--- config.mk ---
export PLATFORM = sky130hd
export DESIGN_NAME = dso_drive_status
export DESIGN_NICKNAME = d
export VERILOG_FILES = /design/src/dso_pkg.sv /design/src/dso_opt_reg.sv /design/src/dso_drive_status.sv
export VERILOG_INCLUDE_DIRS = /design/src
export SDC_FILE = /design/constraint.sdc
export NUM_CORES = 1
export LEC_CHECK = 0
export ABC_AREA = 1
export BUFFER_PORTS_ARGS = -buffer_cell sky130_fd_sc_hd__buf_2
export CELL_PAD_IN_SITES_DETAIL_PLACEMENT = 0
export CELL_PAD_IN_SITES_GLOBAL_PLACEMENT = 1
export CORE_ASPECT_RATIO = 1.2
export CORE_MARGIN = 3
export CORE_UTILIZATION = 41
export CTS_CLUSTER_SIZE = 25
export DETAILED_ROUTE_END_ITERATION = 10
export GPL_TIMING_DRIVEN = 0
export PLACE_DENSITY = 0.81
export SKIP_CTS_REPAIR_TIMING = 1
export SLEW_MARGIN = 25
export SYNTH_ARGS = -nofsm -noshare
export SYNTH_HDL_FRONTEND = slang
export SYNTH_SLANG_ARGS = --single-unit
--- constraint.sdc ---
create_clock -name i_clock -period 4.01 [get_ports i_clock]
set_input_delay 0.802 -clock i_clock [delete_from_list [all_inputs] [get_ports i_clock]]
set_output_delay 0.802 -clock i_clock [all_outputs]
set_load 0.01 [all_outputs]
--- src/dso_cfg.svh ---
`ifndef DSO_CFG_SVH
`define DSO_CFG_SVH

// object dictionary indexes
`define DSO_IDX_STATUS 16'h6041
`define DSO_IDX_QSTOP 16'h605a
`define DSO_IDX_SHUT 16'h605b
`define DSO_IDX_DISOP 16'h605c
`define DSO_IDX_FAULT 16'h605e

// option code reset values
`define DSO_RST_QSTOP 16'h0002
`define DSO_RST_SHUT 16'h0000
`define DSO_RST_DISOP 16'h0001
`define DSO_RST_FAULT 16'h0002

// accepted option values, bit n set means value n is legal
`define DSO_OK_QSTOP 16'h0067
`define DSO_OK_SHUT 16'h0003
`define DSO_OK_DISOP 16'h0003
`define DSO_OK_FAULT 16'h0007

// option code values
`define DSO_OPT_DISABLE 16'h0000
`define DSO_OPT_SLOW 16'h0001
`define DSO_OPT_QUICK 16'h0002
`define DSO_OPT_SLOW_STAY 16'h0005
`define DSO_OPT_QUICK_STAY 16'h0006

// status word bit positions
`define DSO_SW_RTSO 0
`define DSO_SW_SO 1
`define DSO_SW_OE 2
`define DSO_SW_FAULT 3
`define DSO_SW_VOLT 4
`define DSO_SW_QS 5
`define DSO_SW_SOD 6
`define DSO_SW_WARN 7
`define DSO_SW_REMOTE 9
`define DSO_SW_TR 10
`define DSO_SW_ILIM 11
`define DSO_SW_MS0 12
`define DSO_SW_MS1 13

// control word bit positions and reserved mask
`define DSO_CW_SO 0
`define DSO_CW_EV 1
`define DSO_CW_QS 2
`define DSO_CW_EO 3
`define DSO_CW_FR 7
`define DSO_CW_HALT 8
`define DSO_CW_RSV_MASK 16'h0600

// operation mode codes
`define DSO_MODE_PROF_POS 8'h01
`define DSO_MODE_PROF_VEL 8'h03
`define DSO_MODE_HOME_SEARCH 8'h06
`define DSO_MODE_INTERP_POS 8'h07

`endif

--- src/dso_pkg.sv ---
package dso_pkg;

  // device control states
  typedef enum logic [2:0] {
    st_not_ready = 3'b000,
    st_sw_on_disabled = 3'b001,
    st_ready = 3'b010,
    st_switched_on = 3'b011,
    st_op_enabled = 3'b100,
    st_quick_stop = 3'b101,
    st_fault_react = 3'b110,
    st_fault = 3'b111
  } dso_state_t;

  // ramp applied while stopping
  typedef enum logic [1:0] {
    ramp_none = 2'b00,
    ramp_slow = 2'b01,
    ramp_quick = 2'b10
  } dso_ramp_t;

  // decoded control word commands
  typedef enum logic [2:0] {
    cmd_none = 3'b000,
    cmd_shutdown = 3'b001,
    cmd_switch_on = 3'b010,
    cmd_disable_voltage = 3'b011,
    cmd_quick_stop = 3'b100,
    cmd_disable_op = 3'b101,
    cmd_enable_op = 3'b110,
    cmd_fault_reset = 3'b111
  } dso_cmd_t;

endpackage

--- src/dso_opt_reg.sv ---
`timescale 1ns/10ps
module dso_opt_reg #(
  parameter int WIDTH = 16,
  parameter logic [15:0] RESET_VALUE = 16'h0000,
  parameter logic [15:0] VALID_MASK = 16'h0001
) (
  // clock and reset
  input wire logic i_clock,
  input wire logic i_rst,
  // write side
  input wire logic i_wr,
  input wire logic [WIDTH-1:0] i_wdata,
  // stored option and write check
  output logic [WIDTH-1:0] o_value,
  output logic o_valid
);

  // legal only when small, non-negative and listed in the mask
  always_comb begin
    o_valid = 1'b0;
    if (i_wdata[WIDTH-1:4] == '0) begin
      o_valid = VALID_MASK[i_wdata[3:0]];
    end
  end

  // reserved values leave the old option in effect
  always_ff @(posedge i_clock or posedge i_rst) begin
    if (i_rst) begin
      o_value <= RESET_VALUE[WIDTH-1:0];
    end else if (i_wr && o_valid) begin
      o_value <= i_wdata;
    end
  end

endmodule

--- src/dso_drive_status.sv ---
`timescale 1ns/10ps
`include "dso_cfg.svh"
module dso_drive_status #(
  parameter int DATA_W = 16,
  parameter int MODE_W = 8
) (
  // clock and reset
  input wire logic i_clock,
  input wire logic i_rst,
  // control word from the network master
  input wire logic i_ctl_valid,
  input wire logic [DATA_W-1:0] i_ctl_word,
  // object dictionary access
  input wire logic i_obj_req,
  input wire logic i_obj_wr,
  input wire logic [15:0] i_obj_index,
  input wire logic [DATA_W-1:0] i_obj_wdata,
  output logic o_obj_ack,
  output logic o_obj_err,
  output logic [DATA_W-1:0] o_obj_rdata,
  // drive conditions
  input wire logic i_init_done,
  input wire logic i_remote,
  input wire logic i_hv_present,
  input wire logic i_warning,
  input wire logic i_int_limit,
  input wire logic i_fault,
  input wire logic i_nonfatal_fault,
  input wire logic i_axis_still,
  input wire logic i_setpoint_reached,
  input wire logic i_target_write,
  // operation mode and its flags
  input wire logic [MODE_W-1:0] i_op_mode,
  input wire logic i_mode_flag_lo,
  input wire logic i_mode_flag_hi,
  // power stage control and status
  output logic o_pwr_enable,
  output logic [1:0] o_ramp_sel,
  output logic [DATA_W-1:0] o_status_word
);

  // control state
  dso_pkg::dso_state_t state;
  dso_pkg::dso_state_t next_state;
  dso_pkg::dso_state_t goal;
  dso_pkg::dso_state_t next_goal;
  dso_pkg::dso_ramp_t ramp;
  dso_pkg::dso_ramp_t next_ramp;
  logic stopping;
  logic next_stopping;
  logic qs_fault;
  logic next_qs_fault;
  logic [DATA_W-1:0] ctl_word;
  logic [DATA_W-1:0] ctl_clean;
  dso_pkg::dso_cmd_t cmd;
  logic cmd_take;
  logic stop_done;
  logic halt;
  logic tr_now;
  logic [1:0] mode_bits;

  // option registers
  logic [DATA_W-1:0] opt_qstop;
  logic [DATA_W-1:0] opt_shut;
  logic [DATA_W-1:0] opt_disop;
  logic [DATA_W-1:0] opt_fault;
  logic ok_qstop;
  logic ok_shut;
  logic ok_disop;
  logic ok_fault;
  logic wr_qstop;
  logic wr_shut;
  logic wr_disop;
  logic wr_fault;
  logic obj_write;

  // ramp chosen by an option code
  function automatic dso_pkg::dso_ramp_t opt_ramp(
    input logic [DATA_W-1:0] opt
  );
    dso_pkg::dso_ramp_t r;
    r = dso_pkg::ramp_none;
    if (opt == `DSO_OPT_SLOW || opt == `DSO_OPT_SLOW_STAY) begin
      r = dso_pkg::ramp_slow;
    end else if (opt == `DSO_OPT_QUICK ||
                 opt == `DSO_OPT_QUICK_STAY) begin
      r = dso_pkg::ramp_quick;
    end
    return r;
  endfunction

  // end state of a quick stop for an option code
  function automatic dso_pkg::dso_state_t qs_goal(
    input logic [DATA_W-1:0] opt
  );
    dso_pkg::dso_state_t g;
    g = dso_pkg::st_sw_on_disabled;
    if (opt == `DSO_OPT_SLOW_STAY || opt == `DSO_OPT_QUICK_STAY) begin
      g = dso_pkg::st_quick_stop;
    end
    return g;
  endfunction

  // object index match
  function automatic logic idx_is(
    input logic [15:0] idx,
    input logic [15:0] want
  );
    return idx == want;
  endfunction

  // control word command decode
  function automatic dso_pkg::dso_cmd_t decode(
    input logic [DATA_W-1:0] cw,
    input logic [DATA_W-1:0] prev
  );
    dso_pkg::dso_cmd_t c;
    c = dso_pkg::cmd_none;
    if (cw[`DSO_CW_FR] && !prev[`DSO_CW_FR]) begin
      c = dso_pkg::cmd_fault_reset;
    end else if (cw[`DSO_CW_FR]) begin
      c = dso_pkg::cmd_none;
    end else if (!cw[`DSO_CW_EV]) begin
      c = dso_pkg::cmd_disable_voltage;
    end else if (!cw[`DSO_CW_QS]) begin
      c = dso_pkg::cmd_quick_stop;
    end else if (!cw[`DSO_CW_SO]) begin
      c = dso_pkg::cmd_shutdown;
    end else if (cw[`DSO_CW_EO]) begin
      c = dso_pkg::cmd_enable_op;
    end else begin
      c = dso_pkg::cmd_disable_op;
    end
    return c;
  endfunction

  // reserved control bits are masked, they carry no function
  assign ctl_clean = i_ctl_word & ~`DSO_CW_RSV_MASK;

  // commands only act in remote mode
  assign cmd_take = i_ctl_valid && i_remote;
  assign cmd = decode(ctl_clean, ctl_word);
  assign halt = ctl_word[`DSO_CW_HALT];

  // a stop without ramp ends at once, else when the axis rests
  assign stop_done = (ramp == dso_pkg::ramp_none) || i_axis_still;

  // latest executed control word
  always_ff @(posedge i_clock or posedge i_rst) begin
    if (i_rst) begin
      ctl_word <= '0;
    end else if (cmd_take) begin
      ctl_word <= ctl_clean;
    end
  end

  // device control transitions
  always_comb begin
    next_state = state;
    next_goal = goal;
    next_ramp = ramp;
    next_stopping = stopping;
    next_qs_fault = qs_fault;
    if (i_fault && state != dso_pkg::st_fault_react &&
        state != dso_pkg::st_fault) begin
      next_state = dso_pkg::st_fault_react;
      next_goal = dso_pkg::st_fault;
      next_ramp = opt_ramp(opt_fault);
      next_stopping = 1'b1;
      next_qs_fault = 1'b0;
    end else if (stopping) begin
      if (stop_done) begin
        next_state = goal;
        next_stopping = 1'b0;
        next_ramp = dso_pkg::ramp_none;
      end
    end else if (state == dso_pkg::st_not_ready) begin
      if (i_init_done) begin
        next_state = dso_pkg::st_sw_on_disabled;
      end
    end else if (i_nonfatal_fault &&
                 state == dso_pkg::st_op_enabled) begin
      next_state = dso_pkg::st_quick_stop;
      next_goal = qs_goal(opt_qstop);
      next_ramp = opt_ramp(opt_qstop);
      next_stopping = 1'b1;
      next_qs_fault = 1'b1;
    end else if (cmd_take) begin
      unique case (state)
        dso_pkg::st_not_ready, dso_pkg::st_fault_react: begin
          next_state = state;
        end
        dso_pkg::st_sw_on_disabled: begin
          if (cmd == dso_pkg::cmd_shutdown) begin
            next_state = dso_pkg::st_ready;
          end
        end
        dso_pkg::st_ready: begin
          if (cmd == dso_pkg::cmd_enable_op ||
              cmd == dso_pkg::cmd_disable_op) begin
            next_state = dso_pkg::st_switched_on;
          end else if (cmd == dso_pkg::cmd_disable_voltage ||
                       cmd == dso_pkg::cmd_quick_stop) begin
            next_state = dso_pkg::st_sw_on_disabled;
          end
        end
        dso_pkg::st_switched_on: begin
          if (cmd == dso_pkg::cmd_enable_op) begin
            next_state = dso_pkg::st_op_enabled;
          end else if (cmd == dso_pkg::cmd_shutdown) begin
            next_state = dso_pkg::st_ready;
          end else if (cmd == dso_pkg::cmd_disable_voltage ||
                       cmd == dso_pkg::cmd_quick_stop) begin
            next_state = dso_pkg::st_sw_on_disabled;
          end
        end
        dso_pkg::st_op_enabled: begin
          if (cmd == dso_pkg::cmd_shutdown) begin
            next_goal = dso_pkg::st_ready;
            next_ramp = opt_ramp(opt_shut);
            next_stopping = 1'b1;
          end else if (cmd == dso_pkg::cmd_disable_op) begin
            next_goal = dso_pkg::st_switched_on;
            next_ramp = opt_ramp(opt_disop);
            next_stopping = 1'b1;
          end else if (cmd == dso_pkg::cmd_disable_voltage) begin
            next_state = dso_pkg::st_sw_on_disabled;
          end else if (cmd == dso_pkg::cmd_quick_stop) begin
            next_state = dso_pkg::st_quick_stop;
            next_goal = qs_goal(opt_qstop);
            next_ramp = opt_ramp(opt_qstop);
            next_stopping = 1'b1;
            next_qs_fault = 1'b0;
          end
        end
        dso_pkg::st_quick_stop: begin
          // only a stay-in-quick-stop end reaches here
          if (cmd == dso_pkg::cmd_enable_op) begin
            next_state = dso_pkg::st_op_enabled;
            next_qs_fault = 1'b0;
          end else if (cmd == dso_pkg::cmd_disable_voltage) begin
            next_state = dso_pkg::st_sw_on_disabled;
            next_qs_fault = 1'b0;
          end
        end
        dso_pkg::st_fault: begin
          if (cmd == dso_pkg::cmd_fault_reset) begin
            next_state = dso_pkg::st_sw_on_disabled;
          end
        end
      endcase
    end
  end

  // state registers
  always_ff @(posedge i_clock or posedge i_rst) begin
    if (i_rst) begin
      state <= dso_pkg::st_not_ready;
      goal <= dso_pkg::st_not_ready;
      ramp <= dso_pkg::ramp_none;
      stopping <= 1'b0;
      qs_fault <= 1'b0;
    end else begin
      state <= next_state;
      goal <= next_goal;
      ramp <= next_ramp;
      stopping <= next_stopping;
      qs_fault <= next_qs_fault;
    end
  end

  // power stage and ramp outputs
  always_ff @(posedge i_clock or posedge i_rst) begin
    if (i_rst) begin
      o_pwr_enable <= 1'b0;
      o_ramp_sel <= 2'b00;
    end else begin
      o_ramp_sel <= next_ramp;
      o_pwr_enable <= 1'b0;
      if (next_stopping) begin
        o_pwr_enable <= next_ramp != dso_pkg::ramp_none;
      end else if (next_state == dso_pkg::st_op_enabled ||
                   next_state == dso_pkg::st_quick_stop) begin
        o_pwr_enable <= 1'b1;
      end
    end
  end

  // target reached source by situation
  always_comb begin
    if (halt) begin
      tr_now = i_axis_still;
    end else if (state == dso_pkg::st_quick_stop && !stopping) begin
      tr_now = i_axis_still;
    end else begin
      tr_now = i_setpoint_reached;
    end
    if (i_target_write) begin
      tr_now = 1'b0;
    end
  end

  // mode-specific flags
  always_comb begin
    mode_bits = 2'b00;
    if (i_op_mode == `DSO_MODE_PROF_POS ||
        i_op_mode == `DSO_MODE_PROF_VEL ||
        i_op_mode == `DSO_MODE_HOME_SEARCH) begin
      mode_bits = {i_mode_flag_hi, i_mode_flag_lo};
    end else if (i_op_mode == `DSO_MODE_INTERP_POS) begin
      mode_bits = {1'b0, state == dso_pkg::st_op_enabled};
    end
  end

  // status word rebuilt every cycle, nothing held
  always_ff @(posedge i_clock or posedge i_rst) begin
    if (i_rst) begin
      o_status_word <= '0;
    end else begin
      o_status_word <= '0;
      unique case (state)
        dso_pkg::st_not_ready: begin
          o_status_word[`DSO_SW_SOD] <= 1'b0;
        end
        dso_pkg::st_sw_on_disabled: begin
          o_status_word[`DSO_SW_SOD] <= 1'b1;
        end
        dso_pkg::st_ready: begin
          o_status_word[`DSO_SW_RTSO] <= 1'b1;
          o_status_word[`DSO_SW_QS] <= 1'b1;
        end
        dso_pkg::st_switched_on: begin
          o_status_word[`DSO_SW_RTSO] <= 1'b1;
          o_status_word[`DSO_SW_SO] <= 1'b1;
          o_status_word[`DSO_SW_QS] <= 1'b1;
        end
        dso_pkg::st_op_enabled: begin
          o_status_word[`DSO_SW_RTSO] <= 1'b1;
          o_status_word[`DSO_SW_SO] <= 1'b1;
          o_status_word[`DSO_SW_OE] <= 1'b1;
          o_status_word[`DSO_SW_QS] <= 1'b1;
        end
        dso_pkg::st_quick_stop: begin
          o_status_word[`DSO_SW_RTSO] <= 1'b1;
          o_status_word[`DSO_SW_SO] <= 1'b1;
          o_status_word[`DSO_SW_OE] <= 1'b1;
          o_status_word[`DSO_SW_FAULT] <= qs_fault;
        end
        dso_pkg::st_fault_react: begin
          o_status_word[`DSO_SW_RTSO] <= 1'b1;
          o_status_word[`DSO_SW_SO] <= 1'b1;
          o_status_word[`DSO_SW_OE] <= 1'b1;
          o_status_word[`DSO_SW_FAULT] <= 1'b1;
        end
        dso_pkg::st_fault: begin
          o_status_word[`DSO_SW_FAULT] <= 1'b1;
        end
      endcase
      o_status_word[`DSO_SW_VOLT] <= i_hv_present;
      o_status_word[`DSO_SW_WARN] <= i_warning;
      o_status_word[`DSO_SW_REMOTE] <= i_remote;
      o_status_word[`DSO_SW_TR] <= tr_now;
      o_status_word[`DSO_SW_ILIM] <= i_int_limit;
      o_status_word[`DSO_SW_MS0] <= mode_bits[0];
      o_status_word[`DSO_SW_MS1] <= mode_bits[1];
    end
  end

  // option writes, accepted in local mode as well
  assign obj_write = i_obj_req && i_obj_wr;
  assign wr_qstop = obj_write && idx_is(i_obj_index, `DSO_IDX_QSTOP);
  assign wr_shut = obj_write && idx_is(i_obj_index, `DSO_IDX_SHUT);
  assign wr_disop = obj_write && idx_is(i_obj_index, `DSO_IDX_DISOP);
  assign wr_fault = obj_write && idx_is(i_obj_index, `DSO_IDX_FAULT);

  // option code storage
  dso_opt_reg #(
    .WIDTH(DATA_W), .RESET_VALUE(`DSO_RST_QSTOP),
    .VALID_MASK(`DSO_OK_QSTOP)
  ) u_qstop (
    .i_clock(i_clock), .i_rst(i_rst), .i_wr(wr_qstop),
    .i_wdata(i_obj_wdata), .o_value(opt_qstop), .o_valid(ok_qstop)
  );
  dso_opt_reg #(
    .WIDTH(DATA_W), .RESET_VALUE(`DSO_RST_SHUT),
    .VALID_MASK(`DSO_OK_SHUT)
  ) u_shut (
    .i_clock(i_clock), .i_rst(i_rst), .i_wr(wr_shut),
    .i_wdata(i_obj_wdata), .o_value(opt_shut), .o_valid(ok_shut)
  );
  dso_opt_reg #(
    .WIDTH(DATA_W), .RESET_VALUE(`DSO_RST_DISOP),
    .VALID_MASK(`DSO_OK_DISOP)
  ) u_disop (
    .i_clock(i_clock), .i_rst(i_rst), .i_wr(wr_disop),
    .i_wdata(i_obj_wdata), .o_value(opt_disop), .o_valid(ok_disop)
  );
  dso_opt_reg #(
    .WIDTH(DATA_W), .RESET_VALUE(`DSO_RST_FAULT),
    .VALID_MASK(`DSO_OK_FAULT)
  ) u_fault (
    .i_clock(i_clock), .i_rst(i_rst), .i_wr(wr_fault),
    .i_wdata(i_obj_wdata), .o_value(opt_fault), .o_valid(ok_fault)
  );

  // object answer one cycle after the request
  always_ff @(posedge i_clock or posedge i_rst) begin
    if (i_rst) begin
      o_obj_ack <= 1'b0;
      o_obj_err <= 1'b0;
      o_obj_rdata <= '0;
    end else begin
      o_obj_ack <= i_obj_req;
      o_obj_err <= 1'b0;
      o_obj_rdata <= '0;
      if (i_obj_req) begin
        if (idx_is(i_obj_index, `DSO_IDX_STATUS)) begin
          o_obj_err <= i_obj_wr; // read-only
          o_obj_rdata <= o_status_word;
        end else if (idx_is(i_obj_index, `DSO_IDX_QSTOP)) begin
          o_obj_err <= i_obj_wr && !ok_qstop;
          o_obj_rdata <= opt_qstop;
        end else if (idx_is(i_obj_index, `DSO_IDX_SHUT)) begin
          o_obj_err <= i_obj_wr && !ok_shut;
          o_obj_rdata <= opt_shut;
        end else if (idx_is(i_obj_index, `DSO_IDX_DISOP)) begin
          o_obj_err <= i_obj_wr && !ok_disop;
          o_obj_rdata <= opt_disop;
        end else if (idx_is(i_obj_index, `DSO_IDX_FAULT)) begin
          o_obj_err <= i_obj_wr && !ok_fault;
          o_obj_rdata <= opt_fault;
        end else begin
          o_obj_err <= 1'b1; // unknown index
        end
      end
    end
  end

endmodule

; ---- Yosys cells after proc, flatten, opt, wreduce, memory -nomap -nowiden
; Memories as Yosys holds them, arrays and structs flattened.
; Cells that the tools add are included.
[op_classes]
add_sub_neg = 0
n_mul = 0
div_mod_pow = 0
n_lt_le_gt_ge = 1
eq_ne = 50
n_shift = 0
n_mux = 110
bitwise = 0
reduce_logical = 54
[ops]
columns = cell, count
row1 = $eq 16x3->1 const B, 8
row2 = $mux 3, 35
row3 = $mux 16, 6
row4 = $eq 16x15->1 const B, 5
row5 = $eq 16x1->1 const B, 4
row6 = $eq 16x2->1 const B, 4
row7 = $mux 1, 45
row8 = $mux 2, 21
row9 = $eq 3x3->1 const B, 10
row10 = $pmux 3 s7, 1
row11 = $logic_and 1x1->1, 18
row12 = $eq 8x3->1 const B, 2
row13 = $ne 4x4->1 const B, 4
row14 = $logic_or 1x1->1, 15
row15 = $logic_not 12->1, 1
row16 = $ne 5x5->1 const B, 2
row17 = $eq 3x2->1 const B, 3
row18 = $reduce_and 9->1, 1
row19 = $eq 8x1->1 const B, 1
row20 = $eq 8x2->1 const B, 1
row21 = $eq 3x1->1 const B, 2
row22 = $ne 3x3->1 const B, 2
row23 = $reduce_and 6->1, 1
row24 = $reduce_bool 3->1, 2
row25 = other kinds (14), 21
[totals]
ff_bits = 115
latchBits = 0
ram_bits = 0
romBits = 48
inputBits = 73
word_cells = 233
memories = 3
[memory_table]
columns = memory, words, width, rd, rd_clocked_by_memory_dff, wr, line
row1 = (no name shown), 16, 1, 1, 0, 0, dso_opt_reg.sv:22  ; o_valid = VALID_MASK[i_wdata[3:0]];
row2 = (no name shown), 16, 1, 1, 0, 0, dso_opt_reg.sv:22
row3 = (no name shown), 16, 1, 1, 0, 0, dso_opt_reg.sv:22

; ---- Longest topological paths before layout
; Gate-level depths: netlist of the first run.
[logic_depth]
word_depth = 21
depth_mapped = 14
depth_no_buf = 14

; ---- Modules after synthesis
; From an unflattened synthesis of the first run, not the netlist that was laid out.
[unflattened]
hier_cells = 765
area_unflattened_um2 = 5874.4
[by_module_without_submodules]
columns = mod, instances, cells_each, area_per_inst_um2
row1 = dso_drive_status, 1, 490, 3251.9
row2 = dso_opt_reg at u_qstop, 1, 73, 684.4
row3 = dso_opt_reg at u_fault, 1, 68, 663.1
row4 = dso_opt_reg at u_disop, 1, 67, 638.1
row5 = dso_opt_reg at u_shut, 1, 67, 636.9

; ---- Least setup slack after synthesis of the first run
; OpenSTA, ideal clock, no wires.
[synth_timing]
kind = input to register
startpoint = input port i_obj_index[9]
endpoint = register u_qstop.o_value[2]
setup_ns = 0.125
arrival_time_ns = 1.934
required_ns = 3.885
slack_ns = 1.951
path_stages = 8
path_cell_list = nor4_2 > nand2_2 > nor2_4 > nand2_4 > clkinv_2 > buf_6 > nand2_4 > mux2_4
[synth_via]
elab_chain_cells = 3
[synth_lines]
columns = element, line
row1 = start: declaration, dso_drive_status.sv:16  ; input wire logic [15:0] i_obj_index,
row2 = $eq 16x15->1, dso_drive_status.sv:109  ; return idx == want;
row3 = $logic_and 1x1->1, dso_drive_status.sv:371  ; assign wr_qstop = obj_write && idx_is(i_obj_index, `DSO_IDX_QSTOP);
row4 = $logic_and 1x1->1, dso_opt_reg.sv:30  ; end else if (i_wr && o_valid) begin
row5 = end signal: assignment, dso_opt_reg.sv:29  ; o_value <= RESET_VALUE[WIDTH-1:0];
row6 = end signal: assignment, dso_opt_reg.sv:31  ; o_value <= i_wdata;
row7 = end: declaration, dso_opt_reg.sv:14  ; output logic [WIDTH-1:0] o_value,
; No other way between the ends.
; A chain may end at the register's enable or synchronous reset.

; ---- Worst setup path in the final report of the first run
[layout_timing]
startpoint = input port i_obj_index[7]
endpoint = register o_obj_rdata[10]
[layout_via]
elab_chain_cells = 7
elab_cells_between_ends = 11
[layout_lines]
columns = element, line
row1 = $eq 16x15->1, dso_drive_status.sv:109
row2 = $mux 16, dso_drive_status.sv:429  ; end else if (idx_is(i_obj_index, `DSO_IDX_FAULT)) begin
row3 = $mux 16, dso_drive_status.sv:426  ; end else if (idx_is(i_obj_index, `DSO_IDX_DISOP)) begin
row4 = $mux 16, dso_drive_status.sv:423  ; end else if (idx_is(i_obj_index, `DSO_IDX_SHUT)) begin
row5 = $mux 16, dso_drive_status.sv:420  ; end else if (idx_is(i_obj_index, `DSO_IDX_QSTOP)) begin
row6 = $mux 16 (*), dso_drive_status.sv:417  ; if (idx_is(i_obj_index, `DSO_IDX_STATUS)) begin
row7 = $mux 16 (*), dso_drive_status.sv:416  ; if (i_obj_req) begin
row8 = end signal: assignment, dso_drive_status.sv:419  ; o_obj_rdata <= o_status_word;
row9 = end signal: assignment, dso_drive_status.sv:422  ; o_obj_rdata <= opt_qstop;
row10 = end signal: assignment, dso_drive_status.sv:425  ; o_obj_rdata <= opt_shut;
row11 = end: declaration, dso_drive_status.sv:20  ; output logic [DATA_W-1:0] o_obj_rdata,
; Every way passes the cells marked *; elsewhere a longest branch is shown, timed or not.

==> results.ini, run 1 <==
[outcome]
outcome=finished, final reports clean

[die]
core_sq_um=12900
start_util_pct=42.8
rows=45
dieArea_sq_um=14900
io_pins=110
dieWidth_microns=112
dieHeight_microns=133

[global_route]
grt_pass1_wl_mm=24.0
grt_pass1_vias=4684
grt_usage_pct=20.3
grt-ovfl-total=0
antenna_found_initial=0
grt_max_degree=64

[power_and_ir_drop]
intPower_uw=1890
p_clk_share_pct=33.5
p_per_area_nw_per_um2=428
netSwitchingFraction_pct=32.7
finalPower_uw=2810
pwr-share-comb_pct=22.6
switchingPower_uw=918
power_frac_seq_pct=43.9
leakagePower_uw=0.00350
max-vdd-ir-drop_mv=0.257

[yosys]
synthCells=690
synthSimpleGateAreaFrac_pct=26.6
ys_warn_count=0
async_flop_share_pct=100
synth.area.mux_share_pct=0.272
synthAdderAreaFrac_pct=0.227
synth_compound_area_share_pct=13.0
synth_xor_area_share_pct=0
synth_flop_cell=dfrtp_1
synth-seq-area-share_pct=49.1
syn_avg_cell_area_sq_um=7.99
synth-edff-count=0
synth_top_family_by_area=simple AND/OR/NAND/NOR gates
yosys_register_bits=108
ys_types=40
synth_area_sq_um=5510

[timing]
drv_slew=0
finClkSkew_ns=0.00890
finalSetupTns_ns=0
period_minus_slack_ns=2.19
hold_violations=0
rsz0062_at_grt=false
fin_crit_sh_pct=54.7
max_freq_ghz=0.456
setup_viol=0

[route]
drc=0
drtIter0Drc=309
antenna_left=0
wl_per_cell_microns=15.2
vias_per_cell=5.01
num_vias=4850
drtPass1Iterations=5
wl_mm=14.8

[critical_path]
endpoint_kind=flip-flop
crit_type=primary input to flip-flop
critPathLaunchType=primary input
crit_fanout=10
worst_ep_required_time_ns=4.23
cp.arrival_ns=2.41

[final_layout]
nNetsFinal=874
drive_gt1_share_pct=22.0
diodes=0
final_cell_mix=inv_1 (109), dfrtp_1 (105), nor2_1 (103), buf_2 (102), nand2_1 (96)
fin_cells=969
syn_to_final_growth_pct=18.9
nFillCells=1241
final_common_cell=inv_1

[clocking]
clock_path_buffers=2
tritoncts=built
clock_sinks=108
clk_root_buffer_cell=clkbuf_16
clock_latency_ns=0.35
htreeDepth=3
cts_buffers=9
clk_pin_slew_ns=0.08

[placement]
hpwl_mm=11.8
dp.cells=953
io_buffers=96
place.gp.congestion=0.977

[min_path]
hold_path.class=primary input to asynchronous set/reset pin

[flow_run]
cap_violations=0

per-stage QoR:
step                      cell area [sq um]  worst slack, ns  utilization [%]  hold slack (ns)
after global placement                 6210           -0.812             48.1            0.472
after floorplan                        5520            0.367                -            0.457
final                                  6560             1.82             50.9            0.461
after global routing                   6560             1.65             50.9            0.491
after CTS                              6560             1.86             50.9            0.463
after detailed placement               6240             1.48             48.4            0.484
critical path, stage by stage:
cell	delay [ns]
buf_2	0.10
nor2_2	0.13
nand3b_2	0.13
nor3_4	0.39
buf_2	0.30
nor3_1	0.09
o21ai_1	0.32
a21oi_1	0.15
cell type report:
| type | count | area [sq um] | share of cell area [%] |
|---|---|---|---|
| Clock inverter | 7 | 93.8 | 1.43 |
| Buffer | 21 | 161 | 2.46 |
| Tap cell | 164 | 205 | 3.13 |
| Timing Repair Buffer | 97 | 508 | 7.75 |
| Clock buffer | 9 | 225 | 3.43 |
| Multi-Input combinational cell | 449 | 2220 | 33.9 |
| Inverter | 114 | 434 | 6.62 |
| Sequential cell | 108 | 2710 | 41.3 |
power by group through the flow:
stage	Sequential [uW]	Clock, uW	Combinational, uW
final	1230	943	635
after global routing	1240	1020	725
after CTS	1230	970	639
after detailed placement	1250	0	637
after global placement	1250	0	627
after floorplan	1260	0	404
kinds of logic after synthesis:
group / count (synthesis)
AOI/OAI and AO/OA: 137
adders and majority gates: 1
buffers and inverters: 135
DFF: 108
muxes: 1
other: 1
and+or+nand+nor: 307
metal layers:
layer | GRT usage [%] | vias up | share of wire, %
li1 | - | 2436 | -
met1 | 26.9 | 2252 | 44
met2 | 32.9 | 141 | 48
met3 | 4.03 | 21 | 5.4
met4 | 7.91 | 0 | 2.7
met5 | 0 | - | 0
sequential cells by signal (all words and copies together) (netlist names), 2 cells and up:
register / cells
u_shut.o_value: 16
u_disop.o_value: 16
o_obj_rdata: 16
u_fault.o_value: 16
state: 3
ctl_word: 2
goal: 3
o_status_word: 13
o_ramp_sel: 2
u_qstop.o_value: 16
worst paths after layout:
kind / start / end / slack [ns] / cells past startpoint
min reg2reg: u_disop.o_value[2]$_DFFE_PP0P_ / u_disop.o_value[2]$_DFFE_PP0P_ / 0.49 / 2
min in group i_clock: u_disop.o_value[2]$_DFFE_PP0P_ / u_disop.o_value[2]$_DFFE_PP0P_ / 0.49 / 2
max: i_obj_index[7] / o_obj_rdata[10]$_DFF_PP0_ / 1.82 / 8
min: i_rst / o_obj_ack$_DFF_PP0_ / 0.46 / 2
max reg2reg: state[1]$_DFF_PP0_ / o_pwr_enable$_DFF_PP0_ / 2.11 / 10
max in group asynchronous: i_rst / u_fault.o_value[1]$_DFFE_PP1P_ / 2.83 / 3
synth_stat cells (2+ instances only):
master | n | area (sq um)
dfrtp_1 | 105 | 2630
a21oi_1 | 60 | 300
nand4_1 | 12 | 75.1
nor2_1 | 103 | 387
nor2_2 | 11 | 68.8
nor2_4 | 7 | 78.8
inv_1 | 110 | 413
nor3_2 | 4 | 40.0
nor3_1 | 18 | 90.1
inv_2 | 3 | 11.3
clkbuf_1 | 2 | 7.51
or2_2 | 2 | 12.5
o21ai_0 | 47 | 235
o21ai_1 | 16 | 80.1
dfstp_2 | 3 | 78.8
nand3_1 | 30 | 150
nand2_2 | 4 | 25.0
buf_4 | 6 | 45.0
nand2_4 | 4 | 45.0
o211ai_1 | 2 | 15.0
nor3_4 | 2 | 32.5
nand3b_1 | 4 | 30.0
nand2_1 | 96 | 360
nor4_1 | 7 | 43.8
o22ai_1 | 4 | 25.0
buf_6 | 7 | 78.8
a31oi_1 | 3 | 18.8
buf_2 | 6 | 30.0
Note: power is estimated with default switching activity, not from simulation.
==> inputs of run 2 (changes only) <==
--- a/config.mk
+++ b/config.mk
@@ -12,11 +12,11 @@
 export CELL_PAD_IN_SITES_GLOBAL_PLACEMENT = 1
 export CORE_ASPECT_RATIO = 1.2
 export CORE_MARGIN = 3
-export CORE_UTILIZATION = 41
+export CORE_UTILIZATION = 37
 export CTS_CLUSTER_SIZE = 25
 export DETAILED_ROUTE_END_ITERATION = 10
 export GPL_TIMING_DRIVEN = 0
-export PLACE_DENSITY = 0.81
+export PLACE_DENSITY = 0.77
 export SKIP_CTS_REPAIR_TIMING = 1
 export SLEW_MARGIN = 25
 export SYNTH_ARGS = -nofsm -noshare
==> constraint.sdc (replaced) <==
create_clock -name i_clock -period 1.9 [get_ports i_clock]
set_input_delay 0.38 -clock i_clock [delete_from_list [all_inputs] [get_ports i_clock]]
set_output_delay 0.38 -clock i_clock [all_outputs]
set_load 0.01 [all_outputs]
==> run 2 against run 1 <==
  * Utilization shrank 4.0 points
  * Worst hold slack lost 0.40 ns
  * Critical path type is now flip-flop to flip-flop
  * Sequential cell count is the same
  * Critical endpoint is now o_pwr_enable$_DFF_PP0_
  * Register-to-register slack lost 2.0 ns
  * Clock skew grew 0.0024 ns
  * Clock power grew 95%
  * Via count grew 0.91%
==> results.ini, run 2 (synthesized netlist as in run 1, its figures left out) <==
[route]
num_vias=4894
wl_per_cell_microns=14.9
drtPass1Iterations=6
vias_per_cell=4.82
drc=0
drtIter0Drc=330
wl_mm=15.1
antenna_left=0

[outcome]
outcome=finished, final reports clean

[flow_run]
cap_violations=0

[final_layout]
diodes=0
final_cell_mix=inv_1 (108), dfrtp_1 (104), nor2_1 (102), buf_2 (102), nand2_1 (92)
syn_to_final_growth_pct=22.9
fin_util_pct=46.8
nFillCells=1408
post-route-cell-area_sq_um=6780
drive_gt1_share_pct=24.5
final_common_cell=inv_1
nNetsFinal=885

[critical_path]
crit_type=flip-flop to flip-flop
crit_start=state[1]$_DFF_PP0_
r2r_end=o_pwr_enable$_DFF_PP0_
slowest_delay_ns=0.38
crit_end=o_pwr_enable$_DFF_PP0_
worstPathCellList=buf_6, nor2_4, nand2_4, nor2_4, inv_2, nand2_2, nand2_2, nand3_2, nand2_2, a21oi_2, nand3_1, nand2_1, nand2_1
endpoint_kind=flip-flop
worst_ep_required_time_ns=2.15
reg2reg_from=state[1]$_DFF_PP0_
critPathLaunchType=flip-flop
reg2reg_slack_ns=0.10
slowest_stage=dfrtp_1
cp.arrival_ns=2.04
reg2reg_depth=13
crit_top_cell=nand2_2
crit_fanout=7

[timing]
finClkSkew_ns=0.0113
period_minus_slack_ns=1.80
max_freq_ghz=0.557
relSlewSlack_pct=65.3
setup_viol=0
drv_slew=0
tightest_slew_ns=0.520
fin_crit_sh_pct=94.6
hold_violations=0
rsz0062_at_grt=true

[clocking]
clk_pin_slew_ns=0.08
htreeDepth=3
tritoncts=built
clock_latency_ns=0.35
clock_path_buffers=2
clk_root_buffer_cell=clkbuf_16
clock_sinks=108
cts_buffers=9

[die]
io_pins=110
start_util_pct=38.1
core_sq_um=14500
dieWidth_microns=117
rows=48
dieHeight_microns=140
dieArea_sq_um=16400

[placement]
io_buffers=96
hpwl_mm=12.3
place.gp.congestion=0.885
place_area_sq_um=6350

[global_route]
grt-ovfl-total=0
grt_usage_pct=18.7
antenna_found_initial=0
grt_max_degree=26
grt_pass1_wl_mm=24.3
grt_pass1_vias=4729

[min_path]
hold_path.class=primary input to asynchronous set/reset pin

[power_and_ir_drop]
p_per_area_nw_per_um2=881
max-vdd-ir-drop_mv=0.532
leakagePower_uw=0.00356

run 2: cell count changes in the layout (fill, tap and decap cells not counted), sizes merged:
cell	before	now
clkinv	3	4
buf	116	127
bufinv	1	0
run 2: cell type report:
class                      instances  area (sq um)  area share, %
buffer                            21           165           2.44
clock buffer                       9           225           3.32
clock inverter                     7          67.6          0.997
inverter                         114           433           6.39
multi-input combinational        449          2280           33.7
sequential                       108          2710           39.9
tap                              200           250           3.69
timing repair buffer             108           648           9.56
run 2: per-stage QoR:
step                      hold WS [ns]  power (uW)  worst slack [ns]  instances  TNS [ns]
after global routing            0.0869        6340           -0.0419       1016   -0.0419
after global placement           0.471        4000            -0.503        988    -55.65
after detailed placement         0.443        4030            -0.259        992     -4.32
final                           0.0586        5970             0.103       1016         0
after floorplan                  0.411        3520             0.221        692         0
after CTS                       0.0622        5890           -0.0477       1008   -0.0477
run 2: worst min-delay path by stage:
stage,end,cells past startpoint,from
4_1_cts,o_obj_rdata[5]$_DFF_PP0_,2,i_rst
3_3_place_gp,u_disop.o_value[2]$_DFFE_PP0P_,2,u_disop.o_value[2]$_DFFE_PP0P_
5_1_grt,o_obj_rdata[5]$_DFF_PP0_,2,i_rst
3_5_place_dp,o_obj_rdata[0]$_DFF_PP0_,2,i_rst
6_report,o_obj_rdata[0]$_DFF_PP0_,2,i_rst
2_1_floorplan,o_obj_ack$_DFF_PP0_,0,i_obj_req
run 2: metal layers:
metal / part of all wire (%) / track usage [%] / up-vias
met3: 5.0 / 3.50 / 30
met4: 2.8 / 6.92 / 0
met5: 0 / 0 / -
met1: 44 / 24.3 / 2261
met2: 48 / 31.3 / 151
li1: - / - / 2452
run 2: report_power, final:
| group | internal (uW) | total (uW) | switching, uW | leakage (uW) |
|---|---|---|---|---|
| Clock | 925 | 1840 | 914 | 0.000145 |
| Sequential | 2480 | 2620 | 139 | 0.00114 |
| Combinational | 563 | 1510 | 952 | 0.00228 |
| Total | 3960 | 5970 | 2000 | 0.00356 |
run 2: worst max-delay path, delay by kind of cell, from the launching register on:
kind            cells  cell delay [ns]
simple gates       10             0.94
flops               1             0.38
buf+inv             2             0.23
compound gates      1             0.15
==> inputs of run 3 (changes only) <==
==> constraint.sdc (replaced) <==
create_clock -name i_clock -period 1.9 [get_ports i_clock]
set_input_delay 0.285 -clock i_clock [delete_from_list [all_inputs] [get_ports i_clock]]
set_output_delay 0.285 -clock i_clock [all_outputs]
set_load 0.01 [all_outputs]
==> run 3 against run 2 <==
  * Wire length increased by 0.22%
  * Clock power about the same
  * Worst hold slack got worse by 0.026 ns
  * Die area is the same
  * Sequential power is essentially flat
  * First-iteration DRC count decreased by 1.2%
  * Sequential cell count did not move
  * Worst setup slack got worse by 0.012 ns
  * Clock-buffer cell count unchanged
  * Combinational power is essentially flat
  * Clock skew about the same
  * Non-clock buffer count up 1
  * Critical path type unchanged
  * Largest cell class unchanged
==> results.ini, run 3 (synthesized netlist as in run 1, its figures left out) <==
[global_route]
grt_pass1_wl_mm=24.3
grt_max_degree=26
antenna_found_initial=0
grt_pass1_vias=4729
grt-ovfl-total=0
grt_usage_pct=18.7

[route]
num_vias=4916
drtPass1Iterations=4
highest_layer=met4
met3WireLength_microns=737
drtIter0Drc=326
antenna_left=0
drc=0
wl_met1_mm=6.66
vias_per_cell=4.83
routed-wl-met2_mm=7.36
wl_mm=15.2
wl_per_cell_microns=14.9

[outcome]
outcome=finished, final reports clean

[timing]
relSlewSlack_pct=65.3
drv_slew=0
rsz0062_at_grt=true
hold_violations=0
tightest_slew_ns=0.520
setup_viol=0
finClkSkew_ns=0.0109
max_freq_ghz=0.553
fin_crit_sh_pct=95.2
hold_slack_ns=0.0324
finalSetupTns_ns=0
period_minus_slack_ns=1.81

[die]
dieArea_sq_um=16400
dieHeight_microns=140
core_sq_um=14500
io_pins=110
dieWidth_microns=117
start_util_pct=38.1
rows=48

[power_and_ir_drop]
finalPower_uw=5970
leakagePower_uw=0.00357
p_per_area_nw_per_um2=880
max-vdd-ir-drop_mv=0.532

[critical_path]
critPathLaunchType=flip-flop
slowest_delay_ns=0.38
r2r_end=o_pwr_enable$_DFF_PP0_
slowest_stage=dfrtp_1
endpoint_kind=flip-flop
reg2reg_depth=13
crit_type=flip-flop to flip-flop
crit_top_cell=nand2_2
reg2reg_from=state[1]$_DFF_PP0_
reg2reg_slack_ns=0.09
cp.arrival_ns=2.06
worst_ep_required_time_ns=2.15
worstPathCellList=buf_6, nor2_4, nand2_4, nor2_4, inv_2, nand2_2, nand2_2, nand3_2, nand2_2, a21oi_2, nand3_1, nand2_1, nand2_1
crit_fanout=7

[clocking]
clock_sinks=108
cts_buffers=9
htreeDepth=3
tritoncts=built
clk_root_buffer_cell=clkbuf_16
clk_pin_slew_ns=0.08
clock_path_buffers=2
clock_latency_ns=0.35

[min_path]
min_from=i_hv_present
whs_path_depth=1
hold_path.class=primary input to flip-flop
hold-path-endpoint=o_status_word[4]$_DFF_PP0_

[placement]
io_buffers=96
place.gp.congestion=0.885
dp.cells=992
hpwl_mm=12.3

[final_layout]
final_cell_mix=inv_1 (108), dfrtp_1 (104), nor2_1 (102), buf_2 (102), nand2_1 (92)
nFillCells=1404
fin_cells=1017
syn_to_final_growth_pct=23.1
nNetsFinal=886
drive_gt1_share_pct=24.5
diodes=0
final_common_cell=inv_1

[flow_run]
cap_violations=0

[run 3: cell count changes in the layout (fill, tap and decap cells not counted)]
cell           previous run  this run
dlygate4sd3_1             0         1
[run 3: layout make-up]
cell class	count	area (sq um)	share of cell area (%)
Sequential cell	108	2710	39.9
Clock buffer	9	225	3.32
Tap cell	200	250	3.69
Inverter	114	433	6.38
Timing Repair Buffer	109	658	9.70
Buffer	21	165	2.43
Multi-Input combinational cell	449	2280	33.6
Clock inverter	7	67.6	0.995
[run 3: worst max path at each step]
stage                       startpoint  slack, ns                               to
detailed placement            i_remote      -0.16           o_pwr_enable$_DFF_PP0_
floorplan                        i_rst       0.32          ctl_word[7]$_DFFE_PP0P_
global route        state[1]$_DFF_PP0_      -0.04           o_pwr_enable$_DFF_PP0_
finish              state[1]$_DFF_PP0_       0.09           o_pwr_enable$_DFF_PP0_
CTS                 state[1]$_DFF_PP0_      -0.05           o_pwr_enable$_DFF_PP0_
global placement                 i_rst      -0.41  u_fault.o_value[12]$_DFFE_PP0P_
[run 3: power breakdown]
part | switching (uW) | total (uW) | internal, uW | leakage (uW)
Sequential | 140 | 2620 | 2480 | 0.00114
Combinational | 956 | 1520 | 564 | 0.00229
Clock | 912 | 1840 | 925 | 0.000145
[run 3: metal layers]
layer  global-route usage [%]  vias to the layer above
met5                        0                        -
met4                     6.92                        0
met3                     3.50                       23
met2                     31.3                      143
met1                     24.3                     2294
li1                         -                     2456
[run 3: critical path: cells and delay by family, from the launching register on]
family,cells,cell delay (ns)
AO/OA/AOI/OAI,1,0.15
buffers and inverters,2,0.23
flip-flops,1,0.38
AND/OR/NAND/NOR,10,0.96
[run 3: metrics by stage]
step	util (%)	worst slack (ns)	cell area, sq um
finish	46.9	0.0916	6790
CTS	45.9	-0.0477	6640
detailed placement	43.9	-0.164	6350
floorplan	-	0.316	5530
global placement	43.2	-0.408	6260
global route	46.9	-0.0419	6790
